[src/design/qdc_regs.vh]
/*
 * shared constants for the quad converter serial control block:
 * instruction field positions, reset values and frame lengths.
 * assumes inclusion by bare name from the design file.
 */
`ifndef QDC_REGS_VH
`define QDC_REGS_VH

// instruction bit positions, counted from the start bit at position 0
`define QDC_POS_START 0
`define QDC_POS_RDWR 1
`define QDC_POS_GLOBAL 2
`define QDC_POS_UPD 3
`define QDC_POS_RF 3
`define QDC_POS_ML 4

// instruction lengths after the start bit: single write 5 (6 total),
// global write 3 (4 total), read 6 (7 total)
`define QDC_WR_HDR_LEN 4'h5
`define QDC_GW_HDR_LEN 4'h3
`define QDC_RD_HDR_LEN 4'h6
`define QDC_DATA_LEN 4'h8

// reset values
`define QDC_REG_RST 8'h00
`define QDC_PF_RST 1'b1

`endif

[src/design/qdc_ctrl.v]
/*
 * quad 8-bit converter serial control: three-wire serial port, per-channel
 * input and converter registers, async update, open-drain power-fail flag.
 * assumes all pins come from outside core_clk and are synchronised here;
 * the serial clock is sampled and its edges found in the core domain.
 */
// Summary of operation
// - taking async_update_n low updates all four converter outputs with no serial transaction.
// - chip select is active low and the serial port only responds while it is low.
// - serial_in data bytes are shifted in least significant bit first on the serial clock.
// - each transaction begins with an instruction of 4, 6 or 7 bits ahead of the data byte.
// - readback data leaves most or least significant bit first as the instruction selects.
// - readback data changes on the rising or falling clock edge as the instruction selects.
// - the power-fail output is pulled low after the supply was interrupted.
// - the power-fail output is open drain, only ever pulled low.
// - one shared shift register feeds the channels; each channel has an 8-bit input register and an 8-bit converter register.
// - a central sequencer moves data between registers and runs the serial exchange.
// - a falling edge on async_update_n while chip select is high copies all input registers into the converter registers.
// - write instruction is start, read/write, global, update, two address bits; update acts on select rise.
// - converter registers clear at power-up and the power-fail flag clears when chip select goes low.
`timescale 1ns/1ps
`include "qdc_regs.vh"

module qdc_ctrl #(
    parameter NUM_CH = 4,
    parameter DATA_W = 8
) (
    input wire core_clk,
    input wire reset,
    input wire serial_clk,
    input wire chip_sel_n,
    input wire serial_in,
    input wire async_update_n,
    output reg serial_out,
    output reg serial_out_oe_n,
    output wire power_fail_n_out,
    output wire power_fail_n_oe_n,
    output reg [NUM_CH*DATA_W-1:0] conv_data
);

    localparam ST_IDLE = 3'h0;
    localparam ST_HDR = 3'h1;
    localparam ST_WDATA = 3'h2;
    localparam ST_RDATA = 3'h3;
    localparam ST_DONE = 3'h4;

    // two-flop synchronisers on every pin
    reg [1:0] sclk_s_r, cs_s_r, din_s_r, au_s_r;
    reg sclk_d_r, cs_d_r, au_d_r;
    always @(posedge core_clk or posedge reset) begin
        if (reset) begin
            sclk_s_r <= 2'h0;
            cs_s_r <= 2'h3;
            din_s_r <= 2'h0;
            au_s_r <= 2'h3;
            sclk_d_r <= 1'b0;
            cs_d_r <= 1'b1;
            au_d_r <= 1'b1;
        end else begin
            sclk_s_r <= {sclk_s_r[0], serial_clk};
            cs_s_r <= {cs_s_r[0], chip_sel_n};
            din_s_r <= {din_s_r[0], serial_in};
            au_s_r <= {au_s_r[0], async_update_n};
            sclk_d_r <= sclk_s_r[1];
            cs_d_r <= cs_s_r[1];
            au_d_r <= au_s_r[1];
        end
    end

    // edges are seen three core cycles after the pin moves, so a serial clock
    // half period under one core cycle can slip an edge
    wire cs_low = ~cs_s_r[1];
    wire sclk_rise = sclk_s_r[1] & ~sclk_d_r;
    wire sclk_fall = ~sclk_s_r[1] & sclk_d_r;
    wire cs_fall = ~cs_s_r[1] & cs_d_r;
    wire cs_rise = cs_s_r[1] & ~cs_d_r;
    wire au_fall = ~au_s_r[1] & au_d_r;

    // per-channel input registers; converter registers sit on conv_data
    reg [DATA_W-1:0] in_reg_r [0:NUM_CH-1];
    reg [2:0] state_r;
    reg [3:0] cnt_r;
    reg [6:0] hdr_r;
    reg [DATA_W-1:0] shift_r;
    reg [1:0] ch_r;
    reg wr_any_r;
    reg pf_r;
    reg out_en_r;
    reg pend_r;

    // instruction decode from the captured header bits
    wire is_rd = hdr_r[`QDC_POS_RDWR];
    wire is_glob = hdr_r[`QDC_POS_GLOBAL];
    wire rf_rise = hdr_r[`QDC_POS_RF];
    wire msb_first = hdr_r[`QDC_POS_ML];
    // the last address bit is still on the synchronised pin when the header
    // completes, so it is taken from there rather than from hdr_r
    wire [1:0] hdr_addr = is_rd ? {hdr_r[5], din_s_r[1]} : {hdr_r[4], din_s_r[1]};
    // a global write ends after the update bit; single writes carry two address
    // bits more and reads one more again
    wire [3:0] hdr_len = (cnt_r >= 4'h2 && hdr_r[`QDC_POS_RDWR]) ? `QDC_RD_HDR_LEN :
        (cnt_r >= 4'h3 && hdr_r[`QDC_POS_GLOBAL]) ? `QDC_GW_HDR_LEN : `QDC_WR_HDR_LEN;
    wire out_edge = rf_rise ? sclk_rise : sclk_fall;
    wire [DATA_W-1:0] rd_word = in_reg_r[ch_r];

    integer i;

    // central sequencer: header capture, data shift, register transfers
    always @(posedge core_clk or posedge reset) begin
        if (reset) begin
            state_r <= ST_IDLE;
            cnt_r <= 4'h0;
            hdr_r <= 7'h00;
            shift_r <= `QDC_REG_RST;
            ch_r <= 2'h0;
            wr_any_r <= 1'b0;
            pf_r <= `QDC_PF_RST; // power-up after an outage raises the flag
            out_en_r <= 1'b0;
            pend_r <= 1'b0;
            serial_out <= 1'b0;
            conv_data <= {NUM_CH*DATA_W{1'b0}};
            for (i = 0; i < NUM_CH; i = i + 1)
                in_reg_r[i] <= `QDC_REG_RST;
        end else begin
            if (cs_fall)
                pf_r <= 1'b0;
            // async update is refused while selected, the host keeps select high
            if (au_fall && !cs_low) begin
                for (i = 0; i < NUM_CH; i = i + 1)
                    conv_data[i*DATA_W +: DATA_W] <= in_reg_r[i];
            end
            if (!cs_low) begin
                // a write with update transfers on the select rising edge
                if (cs_rise && pend_r) begin
                    for (i = 0; i < NUM_CH; i = i + 1)
                        if (wr_any_r || ch_r == i[1:0])
                            conv_data[i*DATA_W +: DATA_W] <= in_reg_r[i];
                end
                state_r <= ST_IDLE;
                out_en_r <= 1'b0;
                pend_r <= 1'b0;
                cnt_r <= 4'h0;
            end else begin
                case (state_r)
                    ST_IDLE: begin
                        if (sclk_rise && din_s_r[1]) begin
                            hdr_r <= 7'h01;
                            cnt_r <= 4'h1;
                            state_r <= ST_HDR;
                        end
                    end
                    ST_HDR: begin
                        // header ends when the count meets the length for the command seen so far
                        if (sclk_rise) begin
                            hdr_r[cnt_r[2:0]] <= din_s_r[1];
                            cnt_r <= cnt_r + 4'h1;
                            if (cnt_r == hdr_len) begin
                                cnt_r <= 4'h0;
                                ch_r <= is_glob ? 2'h0 : hdr_addr;
                                wr_any_r <= is_glob;
                                if (is_rd)
                                    state_r <= ST_RDATA;
                                else
                                    state_r <= ST_WDATA;
                            end
                        end
                    end
                    ST_WDATA: begin
                        if (sclk_rise) begin
                            shift_r <= {din_s_r[1], shift_r[DATA_W-1:1]};
                            cnt_r <= cnt_r + 4'h1;
                            if (cnt_r == `QDC_DATA_LEN - 4'h1) begin
                                in_reg_r[ch_r] <= {din_s_r[1], shift_r[DATA_W-1:1]};
                                cnt_r <= 4'h0;
                                pend_r <= hdr_r[`QDC_POS_UPD];
                                if (wr_any_r && ch_r != 2'h3)
                                    ch_r <= ch_r + 2'h1; // global: next channel in order
                                else
                                    state_r <= ST_DONE;
                            end
                        end
                    end
                    ST_RDATA: begin
                        // bit index chosen by order flag
                        if (out_edge) begin
                            out_en_r <= 1'b1;
                            serial_out <= msb_first ? rd_word[DATA_W-1-cnt_r[2:0]] : rd_word[cnt_r[2:0]];
                            cnt_r <= cnt_r + 4'h1;
                            if (cnt_r == `QDC_DATA_LEN - 4'h1) begin
                                cnt_r <= 4'h0;
                                if (wr_any_r && ch_r != 2'h3)
                                    ch_r <= ch_r + 2'h1;
                                else
                                    state_r <= ST_DONE;
                            end
                        end
                    end
                    ST_DONE: begin
                        // last bit stays on the pin until the next output edge
                        if (out_edge)
                            out_en_r <= 1'b0;
                    end
                    default: state_r <= ST_IDLE;
                endcase
            end
        end
    end

    // output enable low while driving; released with select high or no readback
    always @* begin
        serial_out_oe_n = ~(out_en_r & cs_low);
    end

    // open drain flag: only ever drives low, pull-up makes the high
    assign power_fail_n_out = 1'b0;
    assign power_fail_n_oe_n = ~pf_r;

endmodule // qdc_ctrl

[config.mk]
export PLATFORM = sky130hd
export DESIGN_NAME = qdc_ctrl
export DESIGN_NICKNAME = d
export VERILOG_FILES = /design/src/design/qdc_ctrl.v
export VERILOG_INCLUDE_DIRS = /design/src /design/src/design
export SDC_FILE = /design/constraint.sdc
export NUM_CORES = 1
export LEC_CHECK = 0
export BUFFER_PORTS_ARGS = -buffer_cell sky130_fd_sc_hd__buf_4
export CORE_ASPECT_RATIO = 1.75
export CORE_MARGIN = 3
export CORE_UTILIZATION = 50
export CTS_CLUSTER_SIZE = 12
export DETAILED_ROUTE_END_ITERATION = 16
export PLACE_DENSITY = 0.69
export SLEW_MARGIN = 20
export SYNTH_ARGS = -nofsm -noshare
export SYNTH_HDL_FRONTEND = slang
export SYNTH_SLANG_ARGS = --single-unit
[constraint.sdc]
create_clock -name core_clk -period 3.2 [get_ports core_clk]
set_input_delay 0.64 -clock core_clk [delete_from_list [all_inputs] [get_ports core_clk]]
set_output_delay 0.64 -clock core_clk [all_outputs]
set_load 0.02 [all_outputs]
==> metrics.md, run 1 <==
| Metric | Value |
|---|---|
| Outcome | complete, no violations |
| Effective utilization at floorplan | 0.517 |
| Worst Setup Start Kind | flop |
| All-layer global routing usage | 0.209 |
| Area share of the largest cell type after synthesis | 0.501 |
| Clock slew at the register clock pins of the worst setup and hold paths | 0.07 ns |
| Pin count of the biggest net entering global routing | 49 |
| R2r worst-path depth | 4 |
| Clock network latency to the later pin of the worst-skew pair | 0.35 ns |
| Root buf cell | clkbuf_16 |
| Post-route minimum period | 2.47 ns |
| Adder-Cell Fraction of Synth Area | 0.0133 |
| Max H-tree Level | 3 |
| Critical path class | flop to flop |
| Cell type with the largest total area after synthesis | dfrtp_1 |
| Critical path endpoint category | flop |
| Yosys synthesis warning count | 0 |
| Routed wire per std cell | 18.9 microns |
| Portion of the post-synthesis area used by sequential elements | 0.540 |
| Violation count after the first detailed-route iteration | 227 |
| Largest buffer count on any clock path | 2 |
| Post-CTS Hold Fix Bufs | 0 |
| Total inserted antenna cells | 0 |
| Maximum fanout along the worst path | 20 |
| Power per cell area | 489 nW/um^2 |
| Fraction of final layout cells with drive strength greater than 1 | 0.330 |
| Crit path arrival time | 2.70 ns |
| Vias after detailed routing | 3155 |
| Total Nets Final | 433 |
| Post-synth design cell area | 4700 sq um |
| Number of antenna violations at the first check in global routing | 0 |
| Count of buffers from port buffering | 40 |
| Simple-gate area share of the yosys netlist | 0.113 |
| Die width | 79.3 microns |
| Final hold vios | 0 |
| Via count of the first global-routing pass | 3280 |
| Die Height | 134 microns |
| Placement row count | 46 |
| Power consumption | 2.67 mW |
| Clock sinks | 101 |
| Share of synthesized registers carrying an async set or reset | 1.00 |
| DRC violations left | 0 |
| # IOs | 42 |
| Net count of the mapped netlist | 392 |
| Worst reg-to-reg setup slack | 0.73 ns |
| Post-detail-place hpwl | 7590 microns |
| Commonest register cell after synthesis | dfrtp_1 |
| Worst vdd ir | 462 uV |
| Hold/Removal Path Class | input pin to asynchronous set/reset pin |
| Clock buffers created by TritonCTS | 9 |
| CTS tree | built |
| Area inside the core boundary | 9090 sq um |
| Via-to-Cell Ratio | 5.77 |
| First-pass GRT wire length | 16800 microns |
| Post-CTS sizing | 0 |
| Data required time of the critical path | 3.43 ns |
| Setup repair after global routing missed its margin | no |
| Largest family of logic cells by synthesized area | multiplexers |
| LEAKAGE | 2.66 nW |
| Measured slew at the worst slew-check pin | 0.808 ns |
| Post-Synth XOR/XNOR Area | 0 |
| Max-slew violation count | 0 |
| Synth Instances | 381 |
| Start of the worst register-to-register path | ch_r[1] |
| Worst Clk Skew | 0.0112 ns |
| Remaining global-route overflow | 0 |
| Final RePlAce weighted congestion | 0.854 |
| Top cells by area in the synthesized netlist | dfrtp_1, mux2_2, dfstp_2 |
| Total negative setup slack | 0 ns |
| Leading cell types in the layout, fill and taps excluded | dfrtp_1, mux2_2, buf_4 |
| Setup fix buffers added after clock tree synthesis | 0 |
| Max-cap violations | 0 |
| Total of flip-flops plus latches after synthesis | 101 |
| Final count of negative-setup-slack endpoints | 0 |
| Worst reg2reg path endpoint | conv_data[28] |
| Leading cell type in the layout, fill and taps excluded | dfrtp_1 |
| Count of flip-flops with a built-in enable after synthesis | 0 |
| Fraction of the mapped netlist area in compound gates | 0.0919 |
| Achievable frequency | 405 MHz |
| Worst relative slew slack | 0.462 |
| Avg Synthesized Cell Area | 12.3 sq um |
| First-pass DRT Iterations | 4 |
| Area added between synthesis and finish | 16.0% |
| Multiplexer share of the synthesized area | 0.215 |
| Remaining antenna violation count | 0 |
| Distinct cell type count after synthesis | 57 |
| Part of the cycle the worst path needs | 0.771 |
| Routed wire length | 10300 microns |
| Total Die Area | 10600 sq um |
-- per-stage QoR --
stage / setup WS, ns / instances / util / hold slack (ns) / cell area, sq um
after floorplan: 1.21 / 381 / - / 0.331 / 4700
after global placement: 0.790 / 530 / 0.564 / 0.336 / 5130
after detailed placement: 0.717 / 530 / 0.564 / 0.344 / 5130
after CTS: 0.702 / 546 / 0.597 / 0.357 / 5430
after global routing: 0.612 / 547 / 0.600 / 0.339 / 5450
final: 0.732 / 547 / 0.600 / 0.315 / 5450
-- layer usage --
metal / GRT usage / vias up / share of wire
met2: 0.361 / 82 / 0.54
met4: 0.113 / 0 / 0.045
met1: 0.243 / 1581 / 0.38
met3: 0.0363 / 26 / 0.031
li1: - / 1466 / -
met5: 0 / - / 0
-- synthesized netlist by cell type (all sizes together) (7+ instances only) --
cell type / number
dfrtp: 94
mux2: 74
nand2: 25
nor2: 23
o21ai: 16
nand3: 13
buf: 11
mux2i: 11
a21oi: 10
inv: 10
nor3: 8
dfstp: 7
-- cells by family (layout without fill, tap and decap cells) --
group,Yosys count,in the layout
flip-flops,101,101
AND/OR/NAND/NOR,96,96
multiplexers,88,88
AO/OA/AOI/OAI,62,62
buffers and inverters,28,74
adder cells (fa/ha/maj),5,5
other,1,1
-- power by group --
| group | total, mW | switching [mW] | internal, mW |
|---|---|---|---|
| registers | 1.36 | 0.0645 | 1.30 |
| clock network | 1.10 | 0.471 | 0.632 |
| logic | 0.203 | 0.113 | 0.0904 |
-- registers in the layout (all words and copies together) (netlist names) --
signal,cells
in_reg_r,32
au_s_r,2
hdr_r,5
shift_r,7
cs_d_r,1
cs_s_r,2
wr_any_r,1
sclk_s_r,2
pf_r,1
out_en_r,1
conv_data,32
sclk_d_r,1
pend_r,1
ch_r,2
din_s_r,2
state_r,3
serial_out,1
au_d_r,1
cnt_r,4
-- cell type report --
type,count,area (sq um)
Timing Repair Buffer,47,378
Inverter,11,45.0
Multi-Input combinational cell,252,2040
Sequential cell,101,2540
Clock buffer,12,246
Tap cell,120,150
Clock inverter,4,55.1
Fill cell,792,3640
-- critical path, cell delays in order (launching register included) --
cell,delay (ns)
dfrtp_1,0.87
ha_1,0.40
nor2_1,0.06
o21ai_1,0.60
mux2_2,0.41
-- how the worst max path moves through the flow --
stage               startpoint            end  slack (ns)  cells after the start
detailed placement     ch_r[1]  conv_data[31]        0.72                      4
global placement       ch_r[1]  conv_data[27]        0.79                      4
CTS                    ch_r[1]  conv_data[30]        0.70                      4
floorplan              ch_r[1]   conv_data[0]        1.21                      7
finish                 ch_r[1]  conv_data[28]        0.73                      4
global route           ch_r[1]  conv_data[30]        0.61                      4
Power figures use the tool's default switching activity.
==> run 2: changes to the inputs <==
Settings changed: ABC_AREA set to 1, PLACE_DENSITY 0.69 to 0.66.
Clock period 3.2 ns to 2.4 ns, I/O delays scaled along.
==> run 2 against run 1 <==
Worst hold slack worse by 0.077 ns. Global-route usage up 2.0 points. First-iteration DRC count down 15%. Total power up 46%. Count of clock-buffer cells in the layout down 2. Largest power group unchanged.
==> metrics.md, run 2 <==
| Metric | Value |
|---|---|
| Outcome | complete, no violations |
| Top cells by area in the synthesized netlist | dfrtp_1, nand2_1, mux2_2 |
| Net count of the mapped netlist | 508 |
| Registers with the highest flip-flop counts | conv_data: 32 flops, in_reg_r: 32 flops, shift_r: 7 flops |
| Setup ws final | 0.531 ns |
| Hold/Removal Path Class | input pin to asynchronous set/reset pin |
| Wire length on met3 | 298 microns |
| Simple-gate area share of the yosys netlist | 0.212 |
| First-pass GRT wire length | 18700 microns |
| Worst Setup Start Kind | flop |
| Fraction of power consumed by sequential logic | 0.461 |
| Largest buffer count on any clock path | 2 |
| Total of flip-flops plus latches after synthesis | 101 |
| Number of standard cells in the layout, taps in and fillers out | 663 |
| DRC violations left | 0 |
| Post-CTS sizing | 0 |
| LEAKAGE | 2.66 nW |
| Post-synth design cell area | 4710 sq um |
| Clock network latency to the later pin of the worst-skew pair | 0.34 ns |
| Post-Synth XOR/XNOR Area | 0.00186 |
| Die Height | 134 microns |
| Routed wire length | 11200 microns |
| Effective utilization at floorplan | 0.515 |
| Total negative setup slack | 0 ns |
| Total Die Area | 10700 sq um |
| Vias after detailed routing | 3567 |
| Synth Instances | 497 |
| Cell type with the largest total area after synthesis | dfrtp_1 |
| Maximum fanout along the worst path | 13 |
| Achievable frequency | 535 MHz |
| Setup WS pre-CTS | 0.538 ns |
| Yosys synthesis warning count | 0 |
| Total inserted antenna cells | 0 |
| Distinct cell type count after synthesis | 34 |
| Final count of negative-setup-slack endpoints | 0 |
| Adder-Cell Fraction of Synth Area | 0.0133 |
| Worst Hold Margin | 0.238 ns |
| Post-route minimum period | 1.87 ns |
| Die width | 79.4 microns |
| Area added between synthesis and finish | 15.3% |
| Internal power component | 2.81 mW |
| Portion of the post-synthesis area used by sequential elements | 0.538 |
| Clock share of power | 0.405 |
| Root buf cell | clkbuf_16 |
| Measured slew at the worst slew-check pin | 0.573 ns |
| Avg Synthesized Cell Area | 9.48 sq um |
| Detailed route wirelength on metal2 | 6010 microns |
| Ordered cell list for the critical path | inv_2, nor2_1, nand2_1, nand2_1, mux2_2 |
| Violation count after the first detailed-route iteration | 193 |
| Post-detail-place hpwl | 8310 microns |
| Remaining global-route overflow | 0 |
| All-layer global routing usage | 0.229 |
| Max H-tree Level | 3 |
| Critical path endpoint category | flop |
| Via-to-Cell Ratio | 5.38 |
| Worst Clk Skew | 0.00639 ns |
| Library cell with the highest instance count after synthesis | nand2_1 |
| Filler Cells Inserted | 771 |
| Number of antenna violations at the first check in global routing | 0 |
| Slowest stage cell on the critical path | dfstp_2 |
| Setup repair after global routing missed its margin | no |
| Dominant cell type by count on the critical path | nand2_1 |
| Cell Count Post-Placement | 647 |
| Via count of the first global-routing pass | 3686 |
| Clock buffers created by TritonCTS | 9 |
| Final hold vios | 0 |
| Total Nets Final | 549 |
| Share of total power in combinational logic | 0.135 |
| Remaining antenna violation count | 0 |
| Leading cell types in the layout, fill and taps excluded | nand2_1, dfrtp_1, nand3_1 |
| Multiplexer share of the synthesized area | 0.0765 |
| Maximum cell stage delay along the critical path | 0.63 ns |
| Area inside the core boundary | 9150 sq um |
| Max-cap violations | 0 |
| Switching share of power | 0.278 |
| First-pass DRT Iterations | 6 |
| Post-CTS Hold Fix Bufs | 0 |
| Placement row count | 46 |
| Area taken by multi-input logic gates | 1920 sq um |
| Count of flip-flops with a built-in enable after synthesis | 0 |
| Power dissipated by switching net loads | 1.08 mW |
| Top post-synthesis cells by count | nand2_1, dfrtp_1, nand3_1 |
| Leading cell type in the layout, fill and taps excluded | nand2_1 |
| Data required time of the critical path | 2.63 ns |
| Post-route met1 wirelength | 4470 microns |
| Setup fix buffers added after clock tree synthesis | 0 |
| Count of buffers from port buffering | 40 |
| Routed wire per std cell | 16.9 microns |
| FF+latch area | 2540 sq um |
| Part of the cycle the worst path needs | 0.779 |
| Total number of cells along the worst setup path | 5 |
| Max-slew violation count | 0 |
| Clock sinks | 101 |
| Share of synthesized registers carrying an async set or reset | 1.00 |
| Worst vdd ir | 484 uV |
| Area share of the largest cell type after synthesis | 0.499 |
| Fraction of the mapped netlist area in compound gates | 0.102 |
| Top Family by Delay on Critical Path | flip-flops |
| Power per cell area | 716 nW/um^2 |
| Topmost layer with routed signal wires | met4 |
| CTS tree | built |
| # IOs | 42 |
| Commonest register cell after synthesis | dfrtp_1 |
| Crit path arrival time | 2.10 ns |
| Pin count of the biggest net entering global routing | 72 |
| Fraction of final layout cells with drive strength greater than 1 | 0.258 |
| CP bufs+invs | 1 |
| Critical path class | flop to flop |
| Clock slew at the register clock pins of the worst setup and hold paths | 0.07 ns |
| Worst relative slew slack | 0.615 |
| Largest family of logic cells by synthesized area | simple AND/OR/NAND/NOR gates |
| R2r worst-path depth | 5 |
| Final RePlAce weighted congestion | 0.965 |
-- run 2: changes by cell type in the layout (fill, tap and decap cells not counted), moves of 11 or more --
cell and delta:
nand2_1 +100, nand3_1 +42, mux2_2 -34, o21ai_1 +24, o21ai_2 +23, inv_1 +21, inv_2 +11, mux2i_1 -11
-- run 2: final cells by class --
type	instances	area share
Timing Repair Buffer	43	0.0617
Tap cell	120	0.0276
Sequential cell	101	0.467
Clock buffer	10	0.0421
Multi-Input combinational cell	339	0.353
Clock inverter	6	0.0173
Inverter	44	0.0320
-- run 2: logic make-up (layout without fill, tap and decap cells) --
family,Yosys count,after routing
AOI/OAI and AO/OA,77,77
xor gates and xnor gates,1,1
adders and majority gates,5,5
buffers and inverters,57,103
DFF,101,101
muxes,32,32
other,1,1
and+or+nand+nor,223,223
-- run 2: metrics by stage --
stage           util  area, sq um  power, mW
2_1_floorplan      -         4720       2.21
3_5_place_dp   0.559         5110       2.35
3_3_place_gp   0.559         5110       2.33
6_report       0.594         5440       3.89
4_1_cts        0.594         5440       3.92
5_1_grt        0.594         5440       4.06
-- run 2: power by group through the flow --
stage,clock [mW],sequential (mW),combinational [mW]
after CTS,1.60,1.79,0.526
after floorplan,0,1.81,0.399
after global placement,0,1.82,0.510
after detailed placement,0,1.82,0.523
after global routing,1.67,1.80,0.591
final,1.57,1.79,0.523
-- run 2: worst reg2reg max path: stages (launching register included) --
cell and delay, ns:
dfstp_2 0.63, inv_2 0.14, nor2_1 0.10, nand2_1 0.13
nand2_1 0.36, mux2_2 0.39
-- run 2: path summary, 6_finish.rpt --
path / from / end / slack [ns]
worst max-delay path: cs_s_r[1] / conv_data[31] / 0.53
worst min-delay path: reset / in_reg_r[7] / 0.24
worst max register to register: cs_s_r[1] / conv_data[31] / 0.53
worst min register to register: din_s_r[0] / din_s_r[1] / 0.35
max in group asynchronous: reset / pf_r / 1.81
min in group core_clk: async_update_n / au_s_r[0] / 0.24
-- run 2: metal layers --
| layer | up-vias | GRT usage |
|---|---|---|
| met3 | 26 | 0.0323 |
| met4 | 0 | 0.104 |
| met5 | - | 0 |
| li1 | 1732 | - |
| met2 | 66 | 0.403 |
| met1 | 1743 | 0.272 |
